==> src/hw/cwu_pkg.sv <==
package cwu_pkg;
    // register byte offsets on the avalon slave
    localparam logic [4:0] CWU_OFS_CTRL = 5'h00;
    localparam logic [4:0] CWU_OFS_RISE = 5'h04;
    localparam logic [4:0] CWU_OFS_FALL = 5'h08;
    localparam logic [4:0] CWU_OFS_SHDN = 5'h0C;
    localparam logic [4:0] CWU_OFS_STAT = 5'h10;

    // widths
    localparam int CWU_ADDR_W = 5;
    localparam int CWU_DATA_W = 32;
    localparam int CWU_DLY_W = 6;

    // control register fields
    localparam int CWU_CTRL_EN_BIT = 0;

    // shutdown_config_reg fields
    localparam int CWU_SHDN_FLAG_BIT = 0;
    localparam int CWU_SHDN_AUTO_BIT = 1;
    localparam int CWU_SHDN_CMP_BIT = 2;
    localparam int CWU_SHDN_FLT_BIT = 3;
    localparam int CWU_SHDN_OVA_BIT = 4;
    localparam int CWU_SHDN_OVB_BIT = 5;

    // status register fields
    localparam int CWU_STAT_PRI_BIT = 0;
    localparam int CWU_STAT_CMP_BIT = 1;
    localparam int CWU_STAT_SHDN_BIT = 2;
    localparam int CWU_STAT_TRIP_BIT = 3;
    localparam int CWU_STAT_FAULT_BIT = 4;
    localparam int CWU_STAT_SRC_BIT = 5;

    // reset values
    localparam logic CWU_CTRL_EN_RST = 1'b0;
    localparam logic [5:0] CWU_DLY_RST = 6'h00;
    localparam logic [5:0] CWU_SHDN_RST = 6'h00;
    localparam logic [31:0] CWU_RDATA_RST = 32'h0000_0000;
endpackage : cwu_pkg

==> src/hw/cwu_db_if.sv <==
`timescale 1ns/1ps
interface cwu_db_if;
    logic src_level;
    logic hold;
    logic [5:0] rise_delay;
    logic [5:0] fall_delay;
    logic primary_req;
    logic comp_req;

    modport ctrl (output src_level, output hold, output rise_delay, output fall_delay,
                  input primary_req, input comp_req);
    modport counter (input src_level, input hold, input rise_delay, input fall_delay,
                     output primary_req, output comp_req);
endinterface : cwu_db_if

==> src/hw/cwu_deadband.sv <==
`timescale 1ns/1ps
module cwu_deadband (
    // clock and reset
    input wire logic clk_in,
    input wire logic sys_rst_in,
    // link to the control logic
    cwu_db_if.counter db
);
    ////////////////////////////////////////////////////////////////////////
    logic [5:0] rise_cnt_ff;
    logic [5:0] fall_cnt_ff;
    logic [5:0] nxt_rise_cnt;
    logic [5:0] nxt_fall_cnt;
    logic rise_done;
    logic fall_done;

    // done once the count has reached the programmed value
    assign rise_done = (rise_cnt_ff == db.rise_delay);
    assign fall_done = (fall_cnt_ff == db.fall_delay);

    // each counter runs from zero while its level lasts, else drops to zero
    assign nxt_rise_cnt = (db.hold || !db.src_level) ? 6'h00 :
                          (rise_done ? rise_cnt_ff : rise_cnt_ff + 6'h01);
    assign nxt_fall_cnt = (db.hold || db.src_level) ? 6'h00 :
                          (fall_done ? fall_cnt_ff : fall_cnt_ff + 6'h01);

    // requests can never overlap: each needs the opposite source level
    assign db.primary_req = db.src_level && !db.hold && rise_done;
    assign db.comp_req = !db.src_level && !db.hold && fall_done;

    ////////////////////////////////////////////////////////////////////////
    // counter registers
    always_ff @(posedge clk_in) begin
        if (sys_rst_in) begin
            rise_cnt_ff <= 6'h00;
            fall_cnt_ff <= 6'h00;
        end else begin
            rise_cnt_ff <= nxt_rise_cnt;
            fall_cnt_ff <= nxt_fall_cnt;
        end
    end
endmodule : cwu_deadband

==> src/hw/cwu_top.sv <==
`timescale 1ns/1ps
// Summary of operation
// - two independent 6-bit rise and fall counters
// - count clocks from zero up to setting
// - rise: complementary off, primary after delay
// - fall: primary off, complementary after delay
// - rise delay spans zero to sixty-three counts
// - fall delay spans zero to sixty-three counts
// - zero setting means no dead band
// - too short pulse keeps output off
// - async input adds at most one clock
// - software flag forces override levels
// - without auto-restart, held until software clears
// - auto-restart clears flag at next rise
// - enabled fault input overrides outputs immediately
// - comparator and fault pin individually selectable
// - level sensitive; persists while input active
module cwu_top (
    // clock and reset
    input wire logic clk_in,
    input wire logic sys_rst_in,
    // avalon-mm slave
    input wire logic [4:0] avs_address_in,
    input wire logic avs_read_in,
    input wire logic avs_write_in,
    input wire logic [31:0] avs_writedata_in,
    input wire logic [3:0] avs_byteenable_in,
    output logic [31:0] avs_readdata_out,
    output logic avs_waitrequest_out,
    // waveform source and shutdown inputs
    input wire logic source_in,
    input wire logic comparator_trip_input_in,
    input wire logic fault_pin_input_in,
    // gate drive outputs
    output logic primary_drive_out,
    output logic complementary_drive_out
);
    ////////////////////////////////////////////////////////////////////////
    // synchronisers: all three inputs are asynchronous to clk_in
    logic [1:0] src_sync_ff;
    logic [1:0] trip_sync_ff;
    logic [1:0] fault_sync_ff;
    logic src_prev_ff;

    always_ff @(posedge clk_in) begin
        if (sys_rst_in) begin
            src_sync_ff <= 2'h0;
            trip_sync_ff <= 2'h0;
            fault_sync_ff <= 2'h0;
            src_prev_ff <= 1'b0;
        end else begin
            src_sync_ff <= {src_sync_ff[0], source_in};
            trip_sync_ff <= {trip_sync_ff[0], comparator_trip_input_in};
            fault_sync_ff <= {fault_sync_ff[0], fault_pin_input_in};
            src_prev_ff <= src_sync_ff[1];
        end
    end

    // only stage 1 is read by logic; sampling jitter is one clock at most
    logic src_level;
    logic trip_level;
    logic fault_level;
    logic src_rise;
    assign src_level = src_sync_ff[1];
    assign trip_level = trip_sync_ff[1];
    assign fault_level = fault_sync_ff[1];
    assign src_rise = src_level && !src_prev_ff;

    ////////////////////////////////////////////////////////////////////////
    // avalon slave: one wait state, then the access completes
    logic ack_ff;
    logic bus_req;
    logic wr_go;
    logic wr_lo;
    logic sel_ctrl;
    logic sel_rise;
    logic sel_fall;
    logic sel_shdn;
    logic sel_stat;

    assign bus_req = avs_read_in || avs_write_in;
    assign avs_waitrequest_out = bus_req && !ack_ff;
    assign wr_go = avs_write_in && ack_ff;
    assign wr_lo = wr_go && avs_byteenable_in[0];

    // one offset compare, shared by all the register selects
    function automatic logic addr_hit(input logic [4:0] addr, input logic [4:0] ofs);
        return (addr == ofs);
    endfunction : addr_hit

    assign sel_ctrl = addr_hit(avs_address_in, cwu_pkg::CWU_OFS_CTRL);
    assign sel_rise = addr_hit(avs_address_in, cwu_pkg::CWU_OFS_RISE);
    assign sel_fall = addr_hit(avs_address_in, cwu_pkg::CWU_OFS_FALL);
    assign sel_shdn = addr_hit(avs_address_in, cwu_pkg::CWU_OFS_SHDN);
    assign sel_stat = addr_hit(avs_address_in, cwu_pkg::CWU_OFS_STAT);

    // ack drops after one completed beat so back-to-back requests wait again
    always_ff @(posedge clk_in) begin
        if (sys_rst_in) begin
            ack_ff <= 1'b0;
        end else begin
            ack_ff <= bus_req && !ack_ff;
        end
    end

    ////////////////////////////////////////////////////////////////////////
    // configuration registers
    logic en_ff;
    logic [5:0] rise_dly_ff;
    logic [5:0] fall_dly_ff;
    logic auto_restart_ff;
    logic cmp_sel_ff;
    logic flt_sel_ff;
    logic ovr_pri_ff;
    logic ovr_comp_ff;

    always_ff @(posedge clk_in) begin
        if (sys_rst_in) begin
            en_ff <= cwu_pkg::CWU_CTRL_EN_RST;
            rise_dly_ff <= cwu_pkg::CWU_DLY_RST;
            fall_dly_ff <= cwu_pkg::CWU_DLY_RST;
            auto_restart_ff <= cwu_pkg::CWU_SHDN_RST[cwu_pkg::CWU_SHDN_AUTO_BIT];
            cmp_sel_ff <= cwu_pkg::CWU_SHDN_RST[cwu_pkg::CWU_SHDN_CMP_BIT];
            flt_sel_ff <= cwu_pkg::CWU_SHDN_RST[cwu_pkg::CWU_SHDN_FLT_BIT];
            ovr_pri_ff <= cwu_pkg::CWU_SHDN_RST[cwu_pkg::CWU_SHDN_OVA_BIT];
            ovr_comp_ff <= cwu_pkg::CWU_SHDN_RST[cwu_pkg::CWU_SHDN_OVB_BIT];
        end else if (wr_lo) begin
            if (sel_ctrl) begin
                en_ff <= avs_writedata_in[cwu_pkg::CWU_CTRL_EN_BIT];
            end
            if (sel_rise) begin
                rise_dly_ff <= avs_writedata_in[5:0];
            end
            if (sel_fall) begin
                fall_dly_ff <= avs_writedata_in[5:0];
            end
            if (sel_shdn) begin
                auto_restart_ff <= avs_writedata_in[cwu_pkg::CWU_SHDN_AUTO_BIT];
                cmp_sel_ff <= avs_writedata_in[cwu_pkg::CWU_SHDN_CMP_BIT];
                flt_sel_ff <= avs_writedata_in[cwu_pkg::CWU_SHDN_FLT_BIT];
                ovr_pri_ff <= avs_writedata_in[cwu_pkg::CWU_SHDN_OVA_BIT];
                ovr_comp_ff <= avs_writedata_in[cwu_pkg::CWU_SHDN_OVB_BIT];
            end
        end
    end

    ////////////////////////////////////////////////////////////////////////
    // shutdown state
    logic shdn_flag_ff;
    logic nxt_shdn_flag;
    logic ext_trip;
    logic sw_write_flag;
    logic auto_clear;
    logic shdn_active;

    // any selected input, on level, trips shutdown
    assign ext_trip = (cmp_sel_ff && trip_level) || (flt_sel_ff && fault_level);
    assign sw_write_flag = wr_lo && sel_shdn;
    // auto-restart only releases on a source rise with no trip pending
    assign auto_clear = auto_restart_ff && src_rise && !ext_trip;

    // hardware set beats any clear in the same cycle
    assign nxt_shdn_flag = ext_trip ? 1'b1 :
                           sw_write_flag ? avs_writedata_in[cwu_pkg::CWU_SHDN_FLAG_BIT] :
                           auto_clear ? 1'b0 :
                           shdn_flag_ff;

    // the trip level bypasses the flag so outputs react without waiting
    assign shdn_active = shdn_flag_ff || ext_trip;

    always_ff @(posedge clk_in) begin
        if (sys_rst_in) begin
            shdn_flag_ff <= cwu_pkg::CWU_SHDN_RST[cwu_pkg::CWU_SHDN_FLAG_BIT];
        end else begin
            shdn_flag_ff <= nxt_shdn_flag;
        end
    end

    ////////////////////////////////////////////////////////////////////////
    // dead-band counters; held at zero while off so recovery re-times
    cwu_db_if db_link ();

    assign db_link.src_level = src_level;
    assign db_link.hold = shdn_active || !en_ff;
    assign db_link.rise_delay = rise_dly_ff;
    assign db_link.fall_delay = fall_dly_ff;

    cwu_deadband u_deadband (
        .clk_in(clk_in),
        .sys_rst_in(sys_rst_in),
        .db(db_link.counter)
    );

    ////////////////////////////////////////////////////////////////////////
    // drive outputs from flip-flops; override levels win in shutdown
    logic pri_ff;
    logic comp_ff;
    logic nxt_pri;
    logic nxt_comp;

    assign nxt_pri = shdn_active ? ovr_pri_ff :
                     (en_ff && db_link.primary_req);
    assign nxt_comp = shdn_active ? ovr_comp_ff :
                      (en_ff && db_link.comp_req);

    always_ff @(posedge clk_in) begin
        if (sys_rst_in) begin
            pri_ff <= 1'b0;
            comp_ff <= 1'b0;
        end else begin
            pri_ff <= nxt_pri;
            comp_ff <= nxt_comp;
        end
    end

    assign primary_drive_out = pri_ff;
    assign complementary_drive_out = comp_ff;

    ////////////////////////////////////////////////////////////////////////
    // read data, captured in the wait cycle so it stands when ack rises
    logic [31:0] rd_mux;
    logic [31:0] shdn_word;
    logic [31:0] stat_word;

    // shutdown word, fields placed by their bit positions; spare bits read zero
    always_comb begin
        shdn_word = cwu_pkg::CWU_RDATA_RST;
        shdn_word[cwu_pkg::CWU_SHDN_FLAG_BIT] = shdn_flag_ff;
        shdn_word[cwu_pkg::CWU_SHDN_AUTO_BIT] = auto_restart_ff;
        shdn_word[cwu_pkg::CWU_SHDN_CMP_BIT] = cmp_sel_ff;
        shdn_word[cwu_pkg::CWU_SHDN_FLT_BIT] = flt_sel_ff;
        shdn_word[cwu_pkg::CWU_SHDN_OVA_BIT] = ovr_pri_ff;
        shdn_word[cwu_pkg::CWU_SHDN_OVB_BIT] = ovr_comp_ff;
    end

    // status word shows synced levels, so software sees what the logic sees
    always_comb begin
        stat_word = cwu_pkg::CWU_RDATA_RST;
        stat_word[cwu_pkg::CWU_STAT_PRI_BIT] = pri_ff;
        stat_word[cwu_pkg::CWU_STAT_CMP_BIT] = comp_ff;
        stat_word[cwu_pkg::CWU_STAT_SHDN_BIT] = shdn_active;
        stat_word[cwu_pkg::CWU_STAT_TRIP_BIT] = trip_level;
        stat_word[cwu_pkg::CWU_STAT_FAULT_BIT] = fault_level;
        stat_word[cwu_pkg::CWU_STAT_SRC_BIT] = src_level;
    end
    // unmapped offsets read as zero
    assign rd_mux = sel_ctrl ? {31'h0, en_ff} :
                    sel_rise ? {26'h0, rise_dly_ff} :
                    sel_fall ? {26'h0, fall_dly_ff} :
                    sel_shdn ? shdn_word :
                    sel_stat ? stat_word :
                    32'h0000_0000;

    always_ff @(posedge clk_in) begin
        if (sys_rst_in) begin
            avs_readdata_out <= cwu_pkg::CWU_RDATA_RST;
        end else if (avs_read_in && !ack_ff) begin
            avs_readdata_out <= rd_mux;
        end
    end
endmodule : cwu_top

==> config.mk <==
export PLATFORM = sky130hd
export DESIGN_NAME = cwu_top
export DESIGN_NICKNAME = d
export VERILOG_FILES = /design/src/hw/cwu_pkg.sv /design/src/hw/cwu_db_if.sv /design/src/hw/cwu_deadband.sv /design/src/hw/cwu_top.sv
export SDC_FILE = /design/constraint.sdc
export NUM_CORES = 1
export LEC_CHECK = 0
export BUFFER_PORTS_ARGS = -buffer_cell sky130_fd_sc_hd__buf_2
export CAP_MARGIN = 10
export CORE_MARGIN = 8
export CORE_UTILIZATION = 47
export CTS_CLUSTER_DIAMETER = 40
export DETAILED_ROUTE_END_ITERATION = 12
export PLACE_DENSITY_LB_ADDON = 0.08
export REMOVE_ABC_BUFFERS = 1
export SLEW_MARGIN = 5
export SYNTH_ARGS = -nofsm -noshare
export SYNTH_HDL_FRONTEND = slang
export SYNTH_SLANG_ARGS = --single-unit
export TNS_END_PERCENT = 5
==> constraint.sdc <==
create_clock -name clk_in -period 3.2 [get_ports clk_in]
set_clock_uncertainty 0.2 [all_clocks]
set_input_delay 0.16 -clock clk_in [delete_from_list [all_inputs] [get_ports clk_in]]
set_output_delay 0.16 -clock clk_in [all_outputs]
set_load 0.01 [all_outputs]
==> out/qor.csv, run 1 <==
stage,metric,value,unit
outcome,run_status,"complete, no violations",
place,dpl.hpwl,4070,microns
worst_hold_path,hold_end,avs_readdata_out[3],
clocking,postCtsSetupBuffers,0,
clocking,clk_pin_slew,90,ps
worst_setup_path,worst_setup_path_end_kind,flip-flop,
timing,final_hold_viol_count,0,
synthesis,yosys_warnings,0,
timing,max_slew_margin,52.0,%
detailed_routing,drt_wl_total,5540,microns
detailed_routing,num_vias,1951,
global_route,grt_pass1_wl,8900,microns
power_and_ir_drop,finalPower,1.20,mW
worst_setup_path,crit_chain,"dlygate4sd3_1, buf_2, or3_1, nor3_4, mux2i_1, nor2_1",
cells_and_area,diodes,0,
detailed_routing,vias_per_cell,5.04,
global_route,grt_max_degree,34,
global_route,use_met1,18.3,%
detailed_routing,drc,0,
place,placed_cells,367,
synthesis,synthSimpleGateAreaFrac,24.7,%
global_route,gr-max-usage-layer,met2,
timing,fin_ws,994,ps
worst_hold_path,hold_class,input port to flip-flop,
clocking,cts_max_path_buffers,2,
worst_setup_path,slowest_delay,540,ps
floorplan,die-area,0.00798,sq mm
clocking,clock_sinks,47,
place,place_ws,1080,ps
clocking,cts-resized-gates,0,
synthesis,synthAdderAreaFrac,0.990,%
synthesis,netlist_area,0.00253,sq mm
synthesis,synth_compound_area_share,12.5,%
global_route,use_met3,2.76,%
synthesis,ys.flop_type,dfxtp_1,
synthesis,synthCells,279,
synthesis,ys_types,45,
floorplan,io_pins,83,
worst_setup_path,critPathKind,input port to flip-flop,
cells_and_area,multi_input_area,0.00144,sq mm
cells_and_area,fin_cells,387,
worst_setup_path,rr_startpoint,fault_sync_ff[1],
timing,drv_slew,0,
synthesis,ys_seq_area_share,37.2,%
floorplan,coreArea,0.00514,sq mm
synthesis,synth_area_per_cell,9.06,sq um
floorplan,die_w,89.3,microns
detailed_routing,firstDrtPassIters,5,
worst_setup_path,crit_arrival,2170,ps
detailed_routing,ant_nets,0,
worst_setup_path,slowest_stage,nor3_4,
timing,period_share,68.9,%
cells_and_area,num-fill-cells,500,
clocking,cts_root_buf,clkbuf_8,
global_route,grt_pass1_vias,1771,
worst_setup_path,startpoint_type,input port,
timing,fmax,0.453,GHz
cells_and_area,syn2layout_area_growth,13.4,%
synthesis,synth_seq_cells,47,
flow_run,drv_cap,0,
synthesis,synth_top_family_by_area,simple AND/OR/NAND/NOR gates,
floorplan,die_h,89.3,microns
clocking,htreeDepth,2,
clocking,cts_tree,built,
place,port_buffers,27,
clocking,cts_inserted_buffers,5,
global_route,gr-total-overflow,0,
worst_setup_path,worstPathRequired,3160,ps
worst_setup_path,r2r_slack,1370,ps
timing,post-route-min-period,2210,ps
cells_and_area,seq_area,941,sq um
worst_setup_path,reg2reg_depth,4,
timing,holdWs,9.50,ps
timing,setup_violations,0,
worst_setup_path,crit_path_max_fanout,8,
worst_setup_path,r2r-end,u_deadband.fall_cnt_ff[5],
timing,setup_tns,0,ps
global_route,antenna_found_initial,0,
worst_hold_path,hold_path.startpoint,avs_address_in[1],
place,gp_congestion,0.826,
cells_and_area,drive_above_1_share,13.6,%
synthesis,synth_edf_count,0,
global_route,track_usage,14.6,%
power_and_ir_drop,p_leak,1.13,nW
synthesis,async_flop_share,0,%
timing,tightest_slew,708,ps
cells_and_area,final_common_cell,dfxtp_1,
power_and_ir_drop,power.density,418,mW/mm^2
clocking,cts_hold_repair.buffers,12,
cells_and_area,fin_nets,366,
detailed_routing,drt_iter0_markers,115,
timing,rsz0062_at_grt,false,
power_and_ir_drop,peakVddDrop,0.254,mV
clocking,clk_latency,300,ps
synthesis,muxShareOfSynthArea,10.7,%
synthesis,synth_xor_area_share,4.16,%
worst_hold_path,hold_depth,4,
global_route,use_met2,24.5,%
floorplan,rows,26,
detailed_routing,wl_per_cell,14.3,microns
floorplan,start_util,49.2,%
cells_and_area,final_cell_mix,"dfxtp_1, mux2i_1, buf_2",
[synthesized netlist by cell type (all sizes together), types with 2 or more instances]
| library cell | number | area (sq um) |
|---|---|---|
| mux2i | 27 | 270 |
| a21boi | 2 | 15.0 |
| and2 | 2 | 12.5 |
| a22oi | 4 | 30.0 |
| nand2 | 26 | 97.6 |
| o22a | 3 | 26.3 |
| nor2b | 10 | 62.6 |
| dfxtp | 47 | 941 |
| or2 | 2 | 12.5 |
| clkbuf | 5 | 18.8 |
| buf | 29 | 216 |
| a21bo | 2 | 20.0 |
| nand3 | 11 | 55.1 |
| nor4 | 4 | 55.1 |
| nand3b | 3 | 22.5 |
| xor2 | 12 | 105 |
| nor3 | 6 | 75.1 |
| a21o | 2 | 15.0 |
| a21oi | 20 | 100 |
| inv | 2 | 7.50 |
| nand2b | 12 | 75.1 |
| nor2 | 26 | 97.6 |
| o31ai | 4 | 30.0 |
| ha | 2 | 25.0 |
[through the flow]
stage | utilization [%] | cell area (sq um)
2_1_floorplan | - | 2390
3_3_place_gp | 50.8 | 2610
3_5_place_dp | 50.8 | 2610
4_1_cts | 55.7 | 2870
5_1_grt | 55.7 | 2870
6_report | 55.7 | 2870
[area by class of cell]
| cell class | instances | area share, % |
|---|---|---|
| Inverter | 2 | 0.262 |
| Timing Repair Buffer | 39 | 8.91 |
| Sequential cell | 47 | 32.8 |
| Tap cell | 70 | 3.06 |
| Multi-Input combinational cell | 221 | 50.2 |
| Clock buffer | 5 | 2.40 |
| Clock inverter | 3 | 2.36 |
[sequential cells by signal, summed over array words and instances (netlist names)]
signal and count:
ack_ff 1, auto_restart_ff 1, avs_readdata_out 6, cmp_sel_ff 1, complementary_drive_out 1, db_link.fall_delay 6, db_link.rise_delay 6, en_ff 1
fault_sync_ff 2, flt_sel_ff 1, ovr_comp_ff 1, ovr_pri_ff 1, primary_drive_out 1, shdn_flag_ff 1, src_prev_ff 1, src_sync_ff 2
trip_sync_ff 2, u_deadband.fall_cnt_ff 6, u_deadband.rise_cnt_ff 6
[cell families (layout without fill, tap and decap cells)]
family | count (synthesis) | after routing
and+or+nand+nor | 107 | 107
AOI/OAI and AO/OA | 47 | 47
DFF | 47 | 47
buffers and inverters | 36 | 49
muxes | 27 | 27
xor gates and xnor gates | 12 | 12
adders and majority gates | 2 | 2
other | 1 | 26
[worst max path at each step]
stage | start | to | slack [ps] | depth (start not counted)
floorplan | avs_address_in[4] | db_link.fall_delay[0] | 1540 | 4
global placement | avs_address_in[4] | db_link.rise_delay[2] | 1090 | 5
detailed placement | avs_address_in[4] | db_link.rise_delay[1] | 1080 | 5
CTS | avs_address_in[0] | db_link.rise_delay[1] | 990 | 6
global route | avs_address_in[0] | db_link.rise_delay[1] | 910 | 6
finish | avs_address_in[0] | db_link.rise_delay[1] | 990 | 6
[power by group]
part | internal (mW) | switching, mW
clock network | 0.312 | 0.205
logic | 0.0318 | 0.0562
registers | 0.590 | 0.00412
[worst max-delay path: cells and delay by family]
kind | cells | cell delay [ps]
simple gates | 3 | 1100
buf+inv | 2 | 650
mux | 1 | 260
[per-layer routing]
metal	up-vias	share of wire, %
met4	0	0.90
li1	989	-
met3	5	5.8
met5	-	0
met2	51	49
met1	906	44
Power figures use the tool's default switching activity.
==> inputs of run 2 (changes only) <==
==> constraint.sdc (replaced) <==
create_clock -name clk_in -period 2.03 [get_ports clk_in]
set_clock_uncertainty 0.2 [all_clocks]
set_input_delay 0.1015 -clock clk_in [delete_from_list [all_inputs] [get_ports clk_in]]
set_output_delay 0.1015 -clock clk_in [all_outputs]
set_load 0.01 [all_outputs]
==> out/qor.csv, run 2 (same netlist as run 1, synthesis figures left out) <==
stage,metric,value,unit,change
outcome,run_status,"complete, no violations",,unchanged
worst_hold_path,hold_depth,2,,was 4
worst_setup_path,reg2reg_depth,4,,unchanged
timing,tightest_slew,662,ps,was 708 ps
detailed_routing,ant_nets,0,,unchanged
floorplan,die_h,89.3,microns,unchanged
clocking,clock_sinks,47,,unchanged
worst_setup_path,worst_setup_path_end_kind,flip-flop,,unchanged
cells_and_area,diodes,0,,unchanged
detailed_routing,num_vias,1916,,was 1951
timing,fmax,0.545,GHz,
clocking,clk_pin_slew,90,ps,about the same
detailed_routing,drt_iter0_markers,83,,was 115
detailed_routing,drc,0,,unchanged
global_route,track_usage,14.9,%,was 14.6%
place,placed_cells,373,,was 367
power_and_ir_drop,power.density,613,mW/mm^2,was 418 mW/mm^2
clocking,clk_latency,300,ps,about the same
clocking,htreeDepth,2,,unchanged
cells_and_area,final_cell_mix,"dfxtp_1, mux2i_1, buf_2",,unchanged
floorplan,start_util,49.2,%,unchanged
place,gp_congestion,0.816,,was 0.826
timing,final_hold_viol_count,0,,unchanged
global_route,grt_max_degree,21,,was 34
timing,drv_slew,0,,unchanged
worst_setup_path,startpoint_type,flip-flop,,was input port
floorplan,rows,26,,unchanged
floorplan,coreArea,0.00514,sq mm,unchanged
global_route,gr-total-overflow,0,,unchanged
clocking,cts_tree,built,,unchanged
worst_hold_path,hold_class,input port to flip-flop,,unchanged
cells_and_area,fin_cells,392,,was 387
timing,max_slew_margin,55.2,%,was 52.0%
power_and_ir_drop,peakVddDrop,0.370,mV,was 0.254 mV
detailed_routing,drt_wl_total,5620,microns,was 5540 microns
cells_and_area,final_common_cell,dfxtp_1,,unchanged
worst_setup_path,worstPathRequired,2070,ps,was 3160 ps
worst_setup_path,startpoint,fault_sync_ff[1],,was avs_address_in[0]
timing,setup_violations,0,,unchanged
timing,setup_tns,0,ps,unchanged
detailed_routing,wl_per_cell,14.3,microns,about the same
worst_setup_path,crit_path_max_fanout,9,,was 8
clocking,cts_max_path_buffers,2,,unchanged
detailed_routing,vias_per_cell,4.89,,was 5.04
timing,holdWs,4.58,ps,was 9.50 ps
clocking,cts-resized-gates,0,,unchanged
cells_and_area,fin_nets,371,,was 366
worst_setup_path,crit_arrival,1870,ps,was 2170 ps
floorplan,die-area,0.00798,sq mm,unchanged
global_route,grt_pass1_wl,9140,microns,was 8900 microns
global_route,antenna_found_initial,0,,unchanged
flow_run,drv_cap,0,,unchanged
worst_setup_path,critPathKind,flip-flop to flip-flop,,was input port to flip-flop
cells_and_area,drive_above_1_share,15.2,%,was 13.6%
place,port_buffers,27,,unchanged
worst_setup_path,rr_startpoint,fault_sync_ff[1],,unchanged
power_and_ir_drop,p_leak,1.16,nW,was 1.13 nW
clocking,postCtsSetupBuffers,0,,unchanged
timing,post-route-min-period,1840,ps,
global_route,grt_pass1_vias,1866,,was 1771
clocking,cts_root_buf,clkbuf_8,,unchanged
clocking,cts_inserted_buffers,5,,unchanged
place,dpl.hpwl,4240,microns,was 4070 microns
timing,rsz0062_at_grt,false,,unchanged
floorplan,die_w,89.3,microns,unchanged
floorplan,io_pins,83,,unchanged
timing,period_share,90.4,%,
worst_hold_path,hold_path.startpoint,sys_rst_in,,was avs_address_in[1]
cells_and_area,syn2layout_area_growth,14.3,%,was 13.4%
detailed_routing,firstDrtPassIters,4,,was 5
==> run 2: worst max-delay path, cell delays in order (launching register included) <==
cell      delay, ps
dfxtp_1         350
a221o_1         490
nor4b_4         480
nand2b_1        100
mux2i_1         140
==> run 2: area by class of cell <==
| type | instances | area (sq um) |
|---|---|---|
| clock buffers | 5 | 68.8 |
| clock inverters | 3 | 43.8 |
| fillers | 496 | 2250 |
| inverters | 2 | 7.51 |
| multi-input cells | 221 | 1440 |
| flip-flops and latches | 47 | 941 |
| well taps | 70 | 87.6 |
| repair buffers | 44 | 303 |
==> run 2: per-layer routing <==
metal	track usage, %	vias up	share of wire, %
met2	25.9	41	49
met3	3.13	4	5.0
met4	3.93	0	0.75
met1	18.2	870	45
li1	-	1001	-
met5	0	-	0
==> run 2: timing repair <==
action / CTS / global route
hold buffers: 11 / 0
setup endpoints to repair: 0 / 0
hold endpoints to repair: 23 / 0
==> run 2: stage by stage <==
step | instance area (sq um) | utilization, % | total power, mW | setup WS [ps]
floorplan | 2390 | - | 1.02 | 416
global placement | 2670 | 51.9 | 1.08 | 99.4
finish | 2890 | 56.2 | 1.77 | 195
CTS | 2890 | 56.2 | 1.79 | 192
global route | 2890 | 56.2 | 1.85 | 111
detailed placement | 2670 | 51.9 | 1.08 | 65.0
==> run 2: path summary, 6_finish.rpt <==
path	endpoint	slack [ps]
setup / recovery	u_deadband.fall_cnt_ff[2]	190
hold / removal	db_link.fall_delay[2]	5
setup reg to reg	u_deadband.fall_cnt_ff[2]	190
hold reg to reg	fault_sync_ff[1]	240
==> run 2: report_power, final <==
part | leakage [nW] | internal [mW] | switching, mW
logic | 0.717 | 0.0526 | 0.0899
registers | 0.380 | 0.930 | 0.00653
clock network | 0.0581 | 0.367 | 0.325
total | 1.16 | 1.35 | 0.422
